### src/irq_output_params.svh
`ifndef IRQ_OUTPUT_PARAMS_SVH
`define IRQ_OUTPUT_PARAMS_SVH

`define CFG_REG_OFFSET     12'h054
`define CFG_LEN_MSB        31
`define CFG_LEN_LSB        24
`define CFG_RESTART_BIT    14
`define CFG_ACTIVE_BIT     13
`define CFG_MASTER_BIT     12
`define CFG_ENABLE_BIT     8
`define CFG_POLARITY_BIT   4
`define CFG_PUSHPULL_BIT   0
`define CFG_RESET_VALUE    32'h0000_0000
`define CLK_FREQ_MHZ       100
`define TICK_TIME_US       10
`define TICK_CYCLES        (`TICK_TIME_US * `CLK_FREQ_MHZ)

`endif

### src/irq_output_pkg.sv
package irq_output_pkg;

	typedef struct packed {
		logic [7:0] length;
		logic       enable;
		logic       polarity;
		logic       push_pull;
	} pin_cfg_t;

	typedef struct packed {
		logic       sel;
		logic       enable;
		logic       write;
		logic [11:0] addr;
		logic [31:0] wdata;
	} apb_req_t;

	typedef enum logic [1:0] {
		pin_idle,
		pin_asserted,
		pin_quiet
	} pin_state_t;

endpackage

### src/irq_output_deassert_ctrl.sv
// How it works
// - Bits 31:24 hold the quiet interval length in 10 us steps.
// - Writing zero length stops the interval function and clears its counter.
// - After a zero write, withheld interrupts reach the pin at once.
// - A new nonzero length applies to every later interval.
// - The power event source bypasses the quiet interval entirely.
// - Writing one to bit 14 restarts the interval; the bit self-clears.
// - Bit 13 shows an active interval; enabled source interrupts are withheld then.
// - Bit 12 shows the master interrupt line, ignoring enable and interval.
// - Bit 8 clear keeps the pin inactive; source flags are untouched.
// - Bit 4 picks polarity: zero active low, one active high.
// - Bit 0 picks driver: zero open drain, one push-pull.
// - Open drain ignores polarity and always drives active low.
//
// Chosen here: the APB slave port.
`timescale 1ns/100ps
`include "irq_output_params.svh"

module irq_output_deassert_ctrl #(
	parameter int unsigned TICK_CYCLES = `TICK_CYCLES,
	parameter int unsigned LEN_WIDTH   = 8
) (
	input  wire logic        clk_in,
	input  wire logic        reset_in,
	input  wire logic        psel_in,
	input  wire logic        penable_in,
	input  wire logic        pwrite_in,
	input  wire logic [11:0] paddr_in,
	input  wire logic [31:0] pwdata_in,
	output logic [31:0]      prdata_out,
	output logic             pready_out,
	output logic             pslverr_out,
	input  wire logic        source_irq_in,
	input  wire logic        power_event_in,
	input  wire logic        irq_pin_in,
	output logic             irq_pin_out,
	output logic             irq_pin_oe_out
);
	irq_output_pkg::apb_req_t   req;
	irq_output_pkg::pin_cfg_t   cfg_reg;
	irq_output_pkg::pin_state_t state_reg;
	irq_output_pkg::pin_state_t state_next;

	logic [LEN_WIDTH-1:0] quiet_count_reg;
	logic                 quiet_interval_active_reg;
	logic                 quiet_interval_restart;
	logic                 length_zero_write;
	logic                 cfg_write;
	logic                 master_line;
	logic                 pin_request;
	logic                 pin_active;
	logic                 tick;
	logic                 access_done;
	logic                 addr_hit;
	logic                 power_event_reg;

	assign req = '{sel: psel_in, enable: penable_in, write: pwrite_in,
		addr: paddr_in, wdata: pwdata_in};

	function automatic logic drive_level(input logic active, input logic push_pull,
		input logic polarity);
		// Open drain always signals by pulling low
		drive_level = push_pull ? (active ~^ polarity) : 1'b0;
	endfunction

	// One wait state: pready rises in the second access cycle from a flop
	assign access_done = req.sel && req.enable && pready_out;
	assign addr_hit    = (req.addr == `CFG_REG_OFFSET);
	assign cfg_write   = access_done && req.write && addr_hit;
	assign quiet_interval_restart = cfg_write && req.wdata[`CFG_RESTART_BIT];
	assign length_zero_write = cfg_write
		&& (req.wdata[`CFG_LEN_MSB:`CFG_LEN_LSB] == '0);

	assign master_line = source_irq_in || power_event_in;

	always_ff @(posedge clk_in) begin
		if (reset_in) begin
			pready_out <= 1'b0;
		end else begin
			pready_out <= req.sel && req.enable && !pready_out;
		end
	end

	always_ff @(posedge clk_in) begin
		if (reset_in) begin
			pslverr_out <= 1'b0;
		end else begin
			pslverr_out <= req.sel && req.enable && !pready_out && !addr_hit;
		end
	end

	always_ff @(posedge clk_in) begin
		if (reset_in) begin
			cfg_reg <= '0;
		end else if (cfg_write) begin
			cfg_reg.length    <= req.wdata[`CFG_LEN_MSB:`CFG_LEN_LSB];
			cfg_reg.enable    <= req.wdata[`CFG_ENABLE_BIT];
			cfg_reg.polarity  <= req.wdata[`CFG_POLARITY_BIT];
			cfg_reg.push_pull <= req.wdata[`CFG_PUSHPULL_BIT];
		end
	end

	always_ff @(posedge clk_in) begin
		if (reset_in) begin
			prdata_out <= `CFG_RESET_VALUE;
		end else if (req.sel && !req.enable && !req.write && addr_hit) begin
			prdata_out <= {cfg_reg.length, 9'h000, 1'b0,
				quiet_interval_active_reg,
				master_line,
				3'h0, cfg_reg.enable, 3'h0, cfg_reg.polarity, 3'h0,
				cfg_reg.push_pull};
		end else if (req.sel && !req.enable) begin
			prdata_out <= 32'h0000_0000;
		end
	end

	tick_timebase #(
		.TICK_CYCLES(TICK_CYCLES)
	) u_tick (
		.clk_in    (clk_in),
		.reset_in  (reset_in),
		.restart_in(quiet_interval_restart || state_next == irq_output_pkg::pin_quiet
			&& state_reg != irq_output_pkg::pin_quiet),
		.tick_out  (tick)
	);

	// Interval starts when the pin falls back to inactive with a nonzero length, or on a restart write
	always_comb begin
		state_next = state_reg;
		unique case (state_reg)
			irq_output_pkg::pin_idle: begin
				if (pin_request) begin
					state_next = irq_output_pkg::pin_asserted;
				end
			end
			irq_output_pkg::pin_asserted: begin
				if (!pin_request) begin
					state_next = (cfg_reg.length != '0)
						? irq_output_pkg::pin_quiet : irq_output_pkg::pin_idle;
				end
			end
			irq_output_pkg::pin_quiet: begin
				if (length_zero_write) begin
					state_next = irq_output_pkg::pin_idle;
				end else if (tick && quiet_count_reg == LEN_WIDTH'(1)
					&& !quiet_interval_restart) begin
					state_next = irq_output_pkg::pin_idle;
				end
			end
			default: state_next = irq_output_pkg::pin_idle;
		endcase
		if (quiet_interval_restart && !length_zero_write) begin
			state_next = irq_output_pkg::pin_quiet;
		end
	end

	always_ff @(posedge clk_in) begin
		if (reset_in) begin
			state_reg <= irq_output_pkg::pin_idle;
		end else begin
			state_reg <= state_next;
		end
	end

	// Counter reloads from the current length on each new interval
	always_ff @(posedge clk_in) begin
		if (reset_in || length_zero_write) begin
			quiet_count_reg <= '0;
		end else if (state_next == irq_output_pkg::pin_quiet
			&& (state_reg != irq_output_pkg::pin_quiet || quiet_interval_restart)) begin
			quiet_count_reg <= quiet_interval_restart
				? req.wdata[`CFG_LEN_MSB:`CFG_LEN_LSB] : cfg_reg.length;
		end else if (tick && quiet_count_reg != '0) begin
			quiet_count_reg <= quiet_count_reg - LEN_WIDTH'(1);
		end
	end

	always_ff @(posedge clk_in) begin
		if (reset_in) begin
			quiet_interval_active_reg <= 1'b0;
		end else begin
			quiet_interval_active_reg <= (state_next == irq_output_pkg::pin_quiet);
		end
	end

	always_ff @(posedge clk_in) begin
		if (reset_in) begin
			power_event_reg <= 1'b0;
		end else begin
			power_event_reg <= power_event_in;
		end
	end

	// Withheld sources stay pending in their flags; only the pin is held quiet
	assign pin_request = cfg_reg.enable && (power_event_reg
		|| (source_irq_in && state_reg != irq_output_pkg::pin_quiet));

	assign pin_active = (state_next == irq_output_pkg::pin_asserted)
		|| (cfg_reg.enable && power_event_reg);

	always_ff @(posedge clk_in) begin
		if (reset_in) begin
			irq_pin_out <= 1'b1;
		end else begin
			irq_pin_out <= cfg_reg.push_pull
				? drive_level(pin_active, 1'b1, cfg_reg.polarity)
				: 1'b0;
		end
	end

	always_ff @(posedge clk_in) begin
		if (reset_in) begin
			irq_pin_oe_out <= 1'b0;
		end else begin
			irq_pin_oe_out <= cfg_reg.push_pull || pin_active;
		end
	end

	logic unused_pin;
	assign unused_pin = irq_pin_in;
endmodule

### src/tick_timebase.sv
`timescale 1ns/100ps
`include "irq_output_params.svh"

module tick_timebase #(
	parameter int unsigned TICK_CYCLES = `TICK_CYCLES
) (
	input  wire logic clk_in,
	input  wire logic reset_in,
	input  wire logic restart_in,
	output logic      tick_out
);
	localparam int unsigned CW = $clog2(TICK_CYCLES + 1);

	logic [CW-1:0] count_reg;

	// Restart realigns the timebase so a fresh interval is a full step count long
	always_ff @(posedge clk_in) begin
		if (reset_in || restart_in) begin
			count_reg <= '0;
		end else if (count_reg == CW'(TICK_CYCLES - 1)) begin
			count_reg <= '0;
		end else begin
			count_reg <= count_reg + CW'(1);
		end
	end

	always_ff @(posedge clk_in) begin
		if (reset_in || restart_in) begin
			tick_out <= 1'b0;
		end else begin
			tick_out <= (count_reg == CW'(TICK_CYCLES - 1));
		end
	end
endmodule
### config.mk
export PLATFORM = sky130hd
export DESIGN_NAME = irq_output_deassert_ctrl
export DESIGN_NICKNAME = d
export VERILOG_FILES = /design/src/irq_output_pkg.sv /design/src/irq_output_deassert_ctrl.sv /design/src/tick_timebase.sv
export VERILOG_INCLUDE_DIRS = /design/src
export SDC_FILE = /design/constraint.sdc
export NUM_CORES = 1
export LEC_CHECK = 0
export BUFFER_PORTS_ARGS = -buffer_cell sky130_fd_sc_hd__buf_2
export CAP_MARGIN = 10
export CORE_MARGIN = 2
export CORE_UTILIZATION = 44
export DETAILED_ROUTE_END_ITERATION = 10
export PLACE_DENSITY = 0.76
export SYNTH_ARGS = -nofsm -noshare
export SYNTH_HDL_FRONTEND = slang
export SYNTH_HIERARCHICAL = 1
export SYNTH_SLANG_ARGS = --single-unit
### constraint.sdc
create_clock -name clk_in -period 2.4 [get_ports clk_in]
set_input_delay 0.12 -clock clk_in [delete_from_list [all_inputs] [get_ports clk_in]]
set_output_delay 0.12 -clock clk_in [all_outputs]
set_load 0.02 [all_outputs]
==> results.tsv, run 1 <==
metric	value	unit
area_growth	15.2	%
ir_drop	0.000416	V
dpl_cell_area	0.00268	mm²
post-cts-setup-buffers	0	
fp.coreArea	0.00544	mm²
fin_ws	342	ps
drive_gt1_share	22.5	%
critPathArrivalTime	2300	ps
reg2regPathDepth	6	
drtPass1Iterations	4	
drv_slew	0	
m1WireLength	2.32	mm
r2r-start	cfg_reg[7]	
power	1.60	mW
gp_congestion	0.792	
synth_area_leaders	dfxtp_1, buf_4, a211oi_1	
vias	2053	
setup_tns	0	ps
top_layer	met4	
final_util	51.6	%
async_reset_ff_share	0	%
clk_pin_slew_worst_paths	100	ps
synth_cells	277	
track_usage	15.8	%
finalNetCount	380	
grt.overflow.total	0	
wirelength	4.86	mm
chipWidth	78.4	µm
synth.avg_cell_area	8.79	µm²
port_buffers	47	
drtIter0Drc	108	
met2WireLength	2.34	mm
cts_made_buffers	5	
synth_flop_cell	dfxtp_1	
routedWlPerCell	12.2	µm
period_minus_slack	2060	ps
synth_edf_count	0	
clk_latency	300	ps
postCtsResizedCells	0	
wl_met3	163	µm
yosys.area.top_type	dfxtp_1	
ios	88	
fin_cells	397	
synth_top_area_share	41.9	%
fin_crit_sh	85.8	%
die_y	78.4	µm
clockRootBuffer	clkbuf_8	
yosysUniqueCellTypes	47	
crit_type	flip-flop to flip-flop	
start_util	44.8	%
dpl.hpwl	3.63	mm
clock-skew-final	4.21	ps
hold_buffers	0	
grt_max_degree	34	
drcViolationCount	0	
cp-start-kind	flip-flop	
hp-start	power_event_in	
r2r-end	u_tick/count_reg[5]	
insertedDiodeCount	0	
ff2ff_setup_slack	340	ps
viasPerCell	5.17	
first_global_vias	1822	
yosysWarnings	6	
syn-cell-area	0.00243	mm²
worst_setup_path_end_kind	flip-flop	
cts_buffer_depth	2	
grt_pass1_wl	7.89	mm
power.leakage	1.13	nW
antenna_found_initial	0	
required	2650	ps
cts_max_level	2	
antenna_left	0	
final_area	0.00281	mm²
min_path_cells	2	
worstMarginPinSlew	599	ps
setup_violations	0	
max_freq	486	MHz
cts_sinks	51	
hold_path_end	power_event_reg	
synth_seq_cells	51	
fin_hold_ws	40.0	ps
powerDensity	572	mW/mm²
dp_slack	73.7	ps
fp-row-count	27	
maxSlewHeadroom	60.1	%
cts_tree	done	
hp-class	input pin to flip-flop	
dieArea	0.00614	mm²
rsz0062_at_grt	no	
path_max_fanout	6	
synth_seq_area_share	41.9	%
drv_cap	0	
status	finished clean	
dp.cells	389	
hold_viol	0	
largest_reg_flops	13	
-- synth_stat cells (all sizes together), types with 2 or more instances --
cell type / n
dfxtp: 51
nand2: 27
buf: 26
nor2: 24
a21oi: 18
a211oi: 16
a22oi: 12
xnor2: 11
and3: 9
nand3: 7
or4: 7
clkbuf: 6
inv: 6
nor3: 6
o21ai: 6
or3: 5
ha: 4
nand4: 4
nor4: 4
nor2b: 3
a31oi: 2
mux2i: 2
nor3b: 2
o211a: 2
o21bai: 2
or2: 2
-- layout by cell type (no fill, tap or decap), drive strengths merged, types with 3 or more instances in the layout --
master,synthesis,layout
conb,1,19
and3,9,9
a21oi,18,18
ha,4,4
a22oi,12,12
clkbuf,6,6
xnor2,11,11
nor3,6,6
nor4,4,4
buf,26,54
nand3,7,7
o21ai,6,6
or4,7,7
dfxtp,51,51
nand2,27,27
inv,6,7
or3,5,5
nor2,24,24
a211oi,16,16
nand4,4,4
nor2b,3,3
-- worst max-delay path, cell delays in order (launching register included) --
cell	delay, ps
dfxtp_1	350
or4_1	570
o2111ai_1	260
nand2_1	90
or2_2	360
o21bai_2	270
nor2_1	120
-- cell type report --
| type | count | area (µm²) |
|---|---|---|
| Clock inverter | 2 | 38.8 |
| Timing Repair Buffer | 54 | 288 |
| Multi-Input combinational cell | 206 | 1260 |
| Inverter | 6 | 22.5 |
| Sequential cell | 51 | 1020 |
| Clock buffer | 6 | 82.6 |
| Tap cell | 72 | 90.1 |
| Fill cell | 515 | 2630 |
-- power by group --
part           switching, mW  internal (mW)
Clock                  0.293          0.343
Combinational         0.0695         0.0333
Sequential           0.00866          0.856
-- per-layer routing --
layer,track usage (%),vias up
met2,27.3,41
met4,4.21,0
li1,-,1052
met5,0,-
met3,2.76,5
met1,20.3,955
-- cell families after synthesis --
family | Yosys count | synth area share (%)
fa+ha+maj | 4 | 2.06
buf+inv | 38 | 9.25
mux | 2 | 0.822
xor+xnor | 12 | 4.32
compound gates | 62 | 17.7
flops | 51 | 41.9
simple gates | 107 | 23.7
other cells | 1 | 0.154
-- worst max path at each step --
stage | start | end | slack (ps) | depth (start not counted)
finish | cfg_reg[7] | u_tick/count_reg[5] | 340 | 6
global route | quiet_count_reg[0] | quiet_count_reg[5] | 140 | 7
CTS | cfg_reg[7] | u_tick/count_reg[5] | 330 | 6
detailed placement | paddr_in[11] | quiet_count_reg[1] | 70 | 7
global placement | paddr_in[11] | quiet_count_reg[1] | 100 | 7
floorplan | paddr_in[7] | u_tick/count_reg[2] | 290 | 9
No activity file was read; power rests on OpenSTA's default activity.
==> inputs of run 2 (changes only) <==
- clock period: 2.4 -> 1.9 ns (I/O delays scaled with it)
==> results.tsv, run 2 (synthesis results as in run 1) <==
metric	value	unit
dpl.hpwl	4.18	mm
chipWidth	78.4	µm
cp_slowest_stage_delay	560	ps
antenna_left	0	
antenna_found_initial	0	
finalNetCount	410	
min_path_cells	3	
fin_crit_sh	99.0	%
hold_buffers	0	
cts_made_buffers	5	
area_growth	27.2	%
reg2regPathDepth	6	
r2r-end	quiet_count_reg[7]	
final_util	57.0	%
hp-start	pwdata_in[8]	
max_freq	532	MHz
grt.overflow.total	0	
dp.cells	416	
ir_drop	0.000481	V
drv_cap	0	
setup_violations	0	
grt_pass1_wl	9.25	mm
maxSlewHeadroom	58.5	%
viasPerCell	5.24	
drv_slew	0	
required	2090	ps
clk_pin_slew_worst_paths	90	ps
worst_setup_path_end_kind	flip-flop	
ff2ff_setup_slack	50	ps
worstMarginPinSlew	623	ps
final_cell_mix	dfxtp_1, buf_2, buf_4	
insertedDiodeCount	0	
ios	88	
period_minus_slack	1880	ps
start_util	44.8	%
drtPass1Iterations	4	
cts_tree	done	
first_global_vias	2109	
drive_gt1_share	33.0	%
track_usage	18.7	%
cts_max_level	2	
clk_latency	300	ps
hold_path_end	cfg_reg[2]	
path_max_fanout	6	
gp_congestion	0.821	
power.leakage	1.27	nW
die_y	78.4	µm
crit_type	input pin to flip-flop	
grt_max_degree	34	
cp-start-kind	input pin	
clockRootBuffer	clkbuf_8	
dieArea	0.00614	mm²
fp-row-count	27	
r2r-start	pready_out	
drcViolationCount	0	
fin_cells	427	
vias	2239	
port_buffers	47	
slowest_stage	or4_4	
wirelength	5.74	mm
fp.coreArea	0.00544	mm²
largest_reg_flops	13	
status	finished clean	
cts_buffer_depth	2	
hold_viol	0	
drtIter0Drc	164	
hp-class	input pin to flip-flop	
critPathArrivalTime	2070	ps
powerDensity	620	mW/mm²
clock-skew-final	5.13	ps
setup_tns	0	ps
cts_sinks	51	
critPathMostFrequentCell	or4_4	
routedWlPerCell	13.4	µm
cp_cell_sequence	buf_2 -> or4_4 -> or4_4 -> buf_4 -> o21a_4 -> a211oi_1 -> a211oi_2	
fin_hold_ws	24.1	ps
layout_commonest_cell	dfxtp_1	
-- run 2: worst max-delay path by stage --
stage	start	end	slack [ps]	cells after the start
floorplan	paddr_in[11]	irq_pin_out	-140	6
global placement	paddr_in[11]	quiet_count_reg[2]	-250	7
detailed placement	paddr_in[11]	quiet_count_reg[1]	-330	7
CTS	pready_out	quiet_count_reg[1]	10	6
global route	cfg_reg[7]	u_tick/count_reg[6]	-5	6
finish	paddr_in[11]	quiet_count_reg[7]	20	7
-- run 2: report_power, final --
| part | switching, mW | total, mW | internal [mW] |
|---|---|---|---|
| Combinational | 0.0949 | 0.147 | 0.0524 |
| Clock | 0.348 | 0.680 | 0.332 |
| Sequential | 0.0113 | 1.09 | 1.08 |
-- run 2: timing repair --
action	in CTS	in global routing
gates cloned	0	1
pin swaps	0	5
setup buffers	0	2
gates resized for setup	1	13
setup endpoints to repair	2	14
-- run 2: per-stage QoR --
step           worst slack, ps  area (µm²)  total power, mW
2_1_floorplan             -141        2540             1.23
3_3_place_gp              -250        2910             1.26
3_5_place_dp              -332        2910             1.26
4_1_cts                   14.8        3020             1.93
5_1_grt                  -5.45        3100             1.99
6_report                  19.0        3100             1.92
-- run 2: cell type report --
cell class | instances | area, µm²
flip-flops and latches | 51 | 1020
well taps | 72 | 90.1
clock inverters | 1 | 7.51
clock buffers | 7 | 96.3
multi-input cells | 207 | 1360
fillers | 495 | 2340
repair buffers | 83 | 505
inverters | 6 | 22.5
-- run 2: per-layer routing --
| metal | GRT usage, % | vias up | wire, µm |
|---|---|---|---|
| met1 | 22.0 | 1059 | 2420 |
| met3 | 4.14 | 9 | 268 |
| met5 | 0 | - | 0 |
| met2 | 33.3 | 62 | 2970 |
| met4 | 7.02 | 0 | 81 |
| li1 | - | 1109 | - |
-- run 2: worst max-delay path, delay by kind of cell --
| family | cells | cell delay, ps |
|---|---|---|
| and+or+nand+nor | 2 | 1090 |
| AOI/OAI and AO/OA | 3 | 580 |
| buffers and inverters | 2 | 280 |
==> inputs of run 3 (changes only) <==
- SYNTH_HIERARCHICAL: 1 -> not set
==> results.tsv, run 3 <==
metric	value	unit
die_y	78.0	µm
use_met3	3.60	%
ff2ff_setup_slack	40	ps
powerDensity	672	mW/mm²
reg2regPathDepth	6	
worst_setup_path_end_kind	flip-flop	
fin_crit_sh	97.7	%
antenna_left	0	
track_usage	18.3	%
cts_max_level	2	
cp-start-kind	flip-flop	
syn-cell-area	0.00241	mm²
status	finished clean	
synth_edf_count	0	
grt_max_degree	34	
slowest_stage	or4_4	
synth_area_leaders	dfxtp_1, buf_4, nand2_1	
yosysWarnings	0	
max_freq	539	MHz
synth_flop_cell	dfxtp_1	
synthTopCellsByCount	dfxtp_1, nand2_1, nor2_1	
finalNetCount	392	
drive_gt1_share	26.8	%
fp.coreArea	0.00520	mm²
dpl_cell_area	0.00276	mm²
clockRootBuffer	clkbuf_8	
fin_ws	44.6	ps
viasPerCell	5.22	
area_growth	20.7	%
worstMarginPinSlew	584	ps
setup_tns	0	ps
hold_viol	0	
cp_slowest_stage_delay	550	ps
dp_slack	-0.708	ps
clock-skew-final	10.6	ps
grt_pass1_wl	9.03	mm
grtUsageMet1	22.7	%
synth_seq_area_share	42.4	%
first_global_vias	2084	
chipWidth	78.0	µm
antenna_found_initial	0	
critPathArrivalTime	2080	ps
drtPass1Iterations	4	
fin_hold_ws	8.18	ps
path_max_fanout	8	
required	2130	ps
nFillCells	504	
synth_top_area_share	42.4	%
insertedDiodeCount	0	
rsz0062_at_grt	yes	
gr-usage-met2	31.9	%
vias	2119	
period_minus_slack	1860	ps
final_cell_mix	dfxtp_1, buf_2, nand2_1	
ios	88	
wirelength	5.26	mm
dieArea	0.00608	mm²
drv_cap	0	
setup_violations	0	
grt.overflow.total	0	
drtIter0Drc	162	
async_reset_ff_share	0	%
cts_tree	done	
largest_reg_flops	13	
hp-class	input pin to flip-flop	
clk_pin_slew_worst_paths	90	ps
drv_slew	0	
drcViolationCount	0	
synth_seq_cells	51	
cp_cell_sequence	or4_4 -> o41ai_4 -> buf_6 -> nor4_1 -> xnor2_1 -> a211oi_1	
start_util	46.2	%
synth_cells	273	
grt_busiest_layer	met2	
crit_type	flip-flop to flip-flop	
clk_latency	310	ps
synth.avg_cell_area	8.81	µm²
cts_made_buffers	5	
final_area	0.00290	mm²
cts_sinks	51	
routedWlPerCell	13.0	µm
power	1.95	mW
ir_drop	0.000471	V
yosys.area.top_type	dfxtp_1	
yosysMostFrequentCell	dfxtp_1	
cts_buffer_depth	2	
power.leakage	1.19	nW
min_path_cells	2	
dpl.hpwl	3.97	mm
port_buffers	47	
gp_congestion	0.835	
maxSlewHeadroom	61.1	%
fp-row-count	26	
layout_commonest_cell	dfxtp_1	
yosysUniqueCellTypes	45	
## run 3: path summary, 6_finish.rpt
check,start,endpoint
hold / removal,power_event_in,power_event_reg
setup / recovery,quiet_count_reg[3],quiet_count_reg[3]
hold reg to reg,u_tick.count_reg[0],u_tick.count_reg[0]
setup reg to reg,quiet_count_reg[3],quiet_count_reg[3]
## run 3: critical path, delay by kind of cell (launching register included)
family	cells	cell delay, ps
flip-flops	1	360
AND/OR/NAND/NOR	2	610
AO/OA/AOI/OAI	2	490
XOR/XNOR	1	130
buffers and inverters	1	180
## run 3: timing repair
action	in CTS	in global routing
gates cloned	0	0
pin swaps	1	6
resized for setup	1	10
hold buffers	0	0
buffers inserted	0	1
setup endpoints to repair	1	15
## run 3: report_power, final
| part | total (mW) | internal [mW] | switching (mW) |
|---|---|---|---|
| clock network | 0.738 | 0.385 | 0.353 |
| registers | 1.08 | 1.08 | 0.00640 |
| logic | 0.132 | 0.0425 | 0.0897 |
| total | 1.95 | 1.50 | 0.449 |
## run 3: layer usage
layer	vias to the layer above	share of wire [%]	routed length, µm
met5	-	0	0
met4	0	1.1	59
met3	5	4.9	260
met2	61	48	2540
met1	998	46	2400
li1	1055	-	-
## run 3: area by class of cell
cell class	instances	area, µm²	area share (%)
inverters	8	30.0	1.03
well taps	70	87.6	3.02
repair buffers	70	419	14.4
clock buffers	5	68.8	2.37
multi-input cells	200	1230	42.5
flip-flops and latches	51	1030	35.4
clock inverters	2	37.5	1.29
## run 3: cells by family after synthesis
| logic type | synth area share, % |
|---|---|
| compound gates | 20.1 |
| simple gates | 20.0 |
| other cells | 0.156 |
| flops | 42.4 |
| buf+inv | 9.78 |
| fa+ha+maj | 2.08 |
| xor+xnor | 5.46 |
## run 3: through the flow
step | utilization [%] | std cells
after CTS | 55.0 | 405
after global routing | 55.8 | 406
after global placement | 53.0 | 398
after detailed placement | 53.0 | 398
final | 55.8 | 406
after floorplan | - | 291
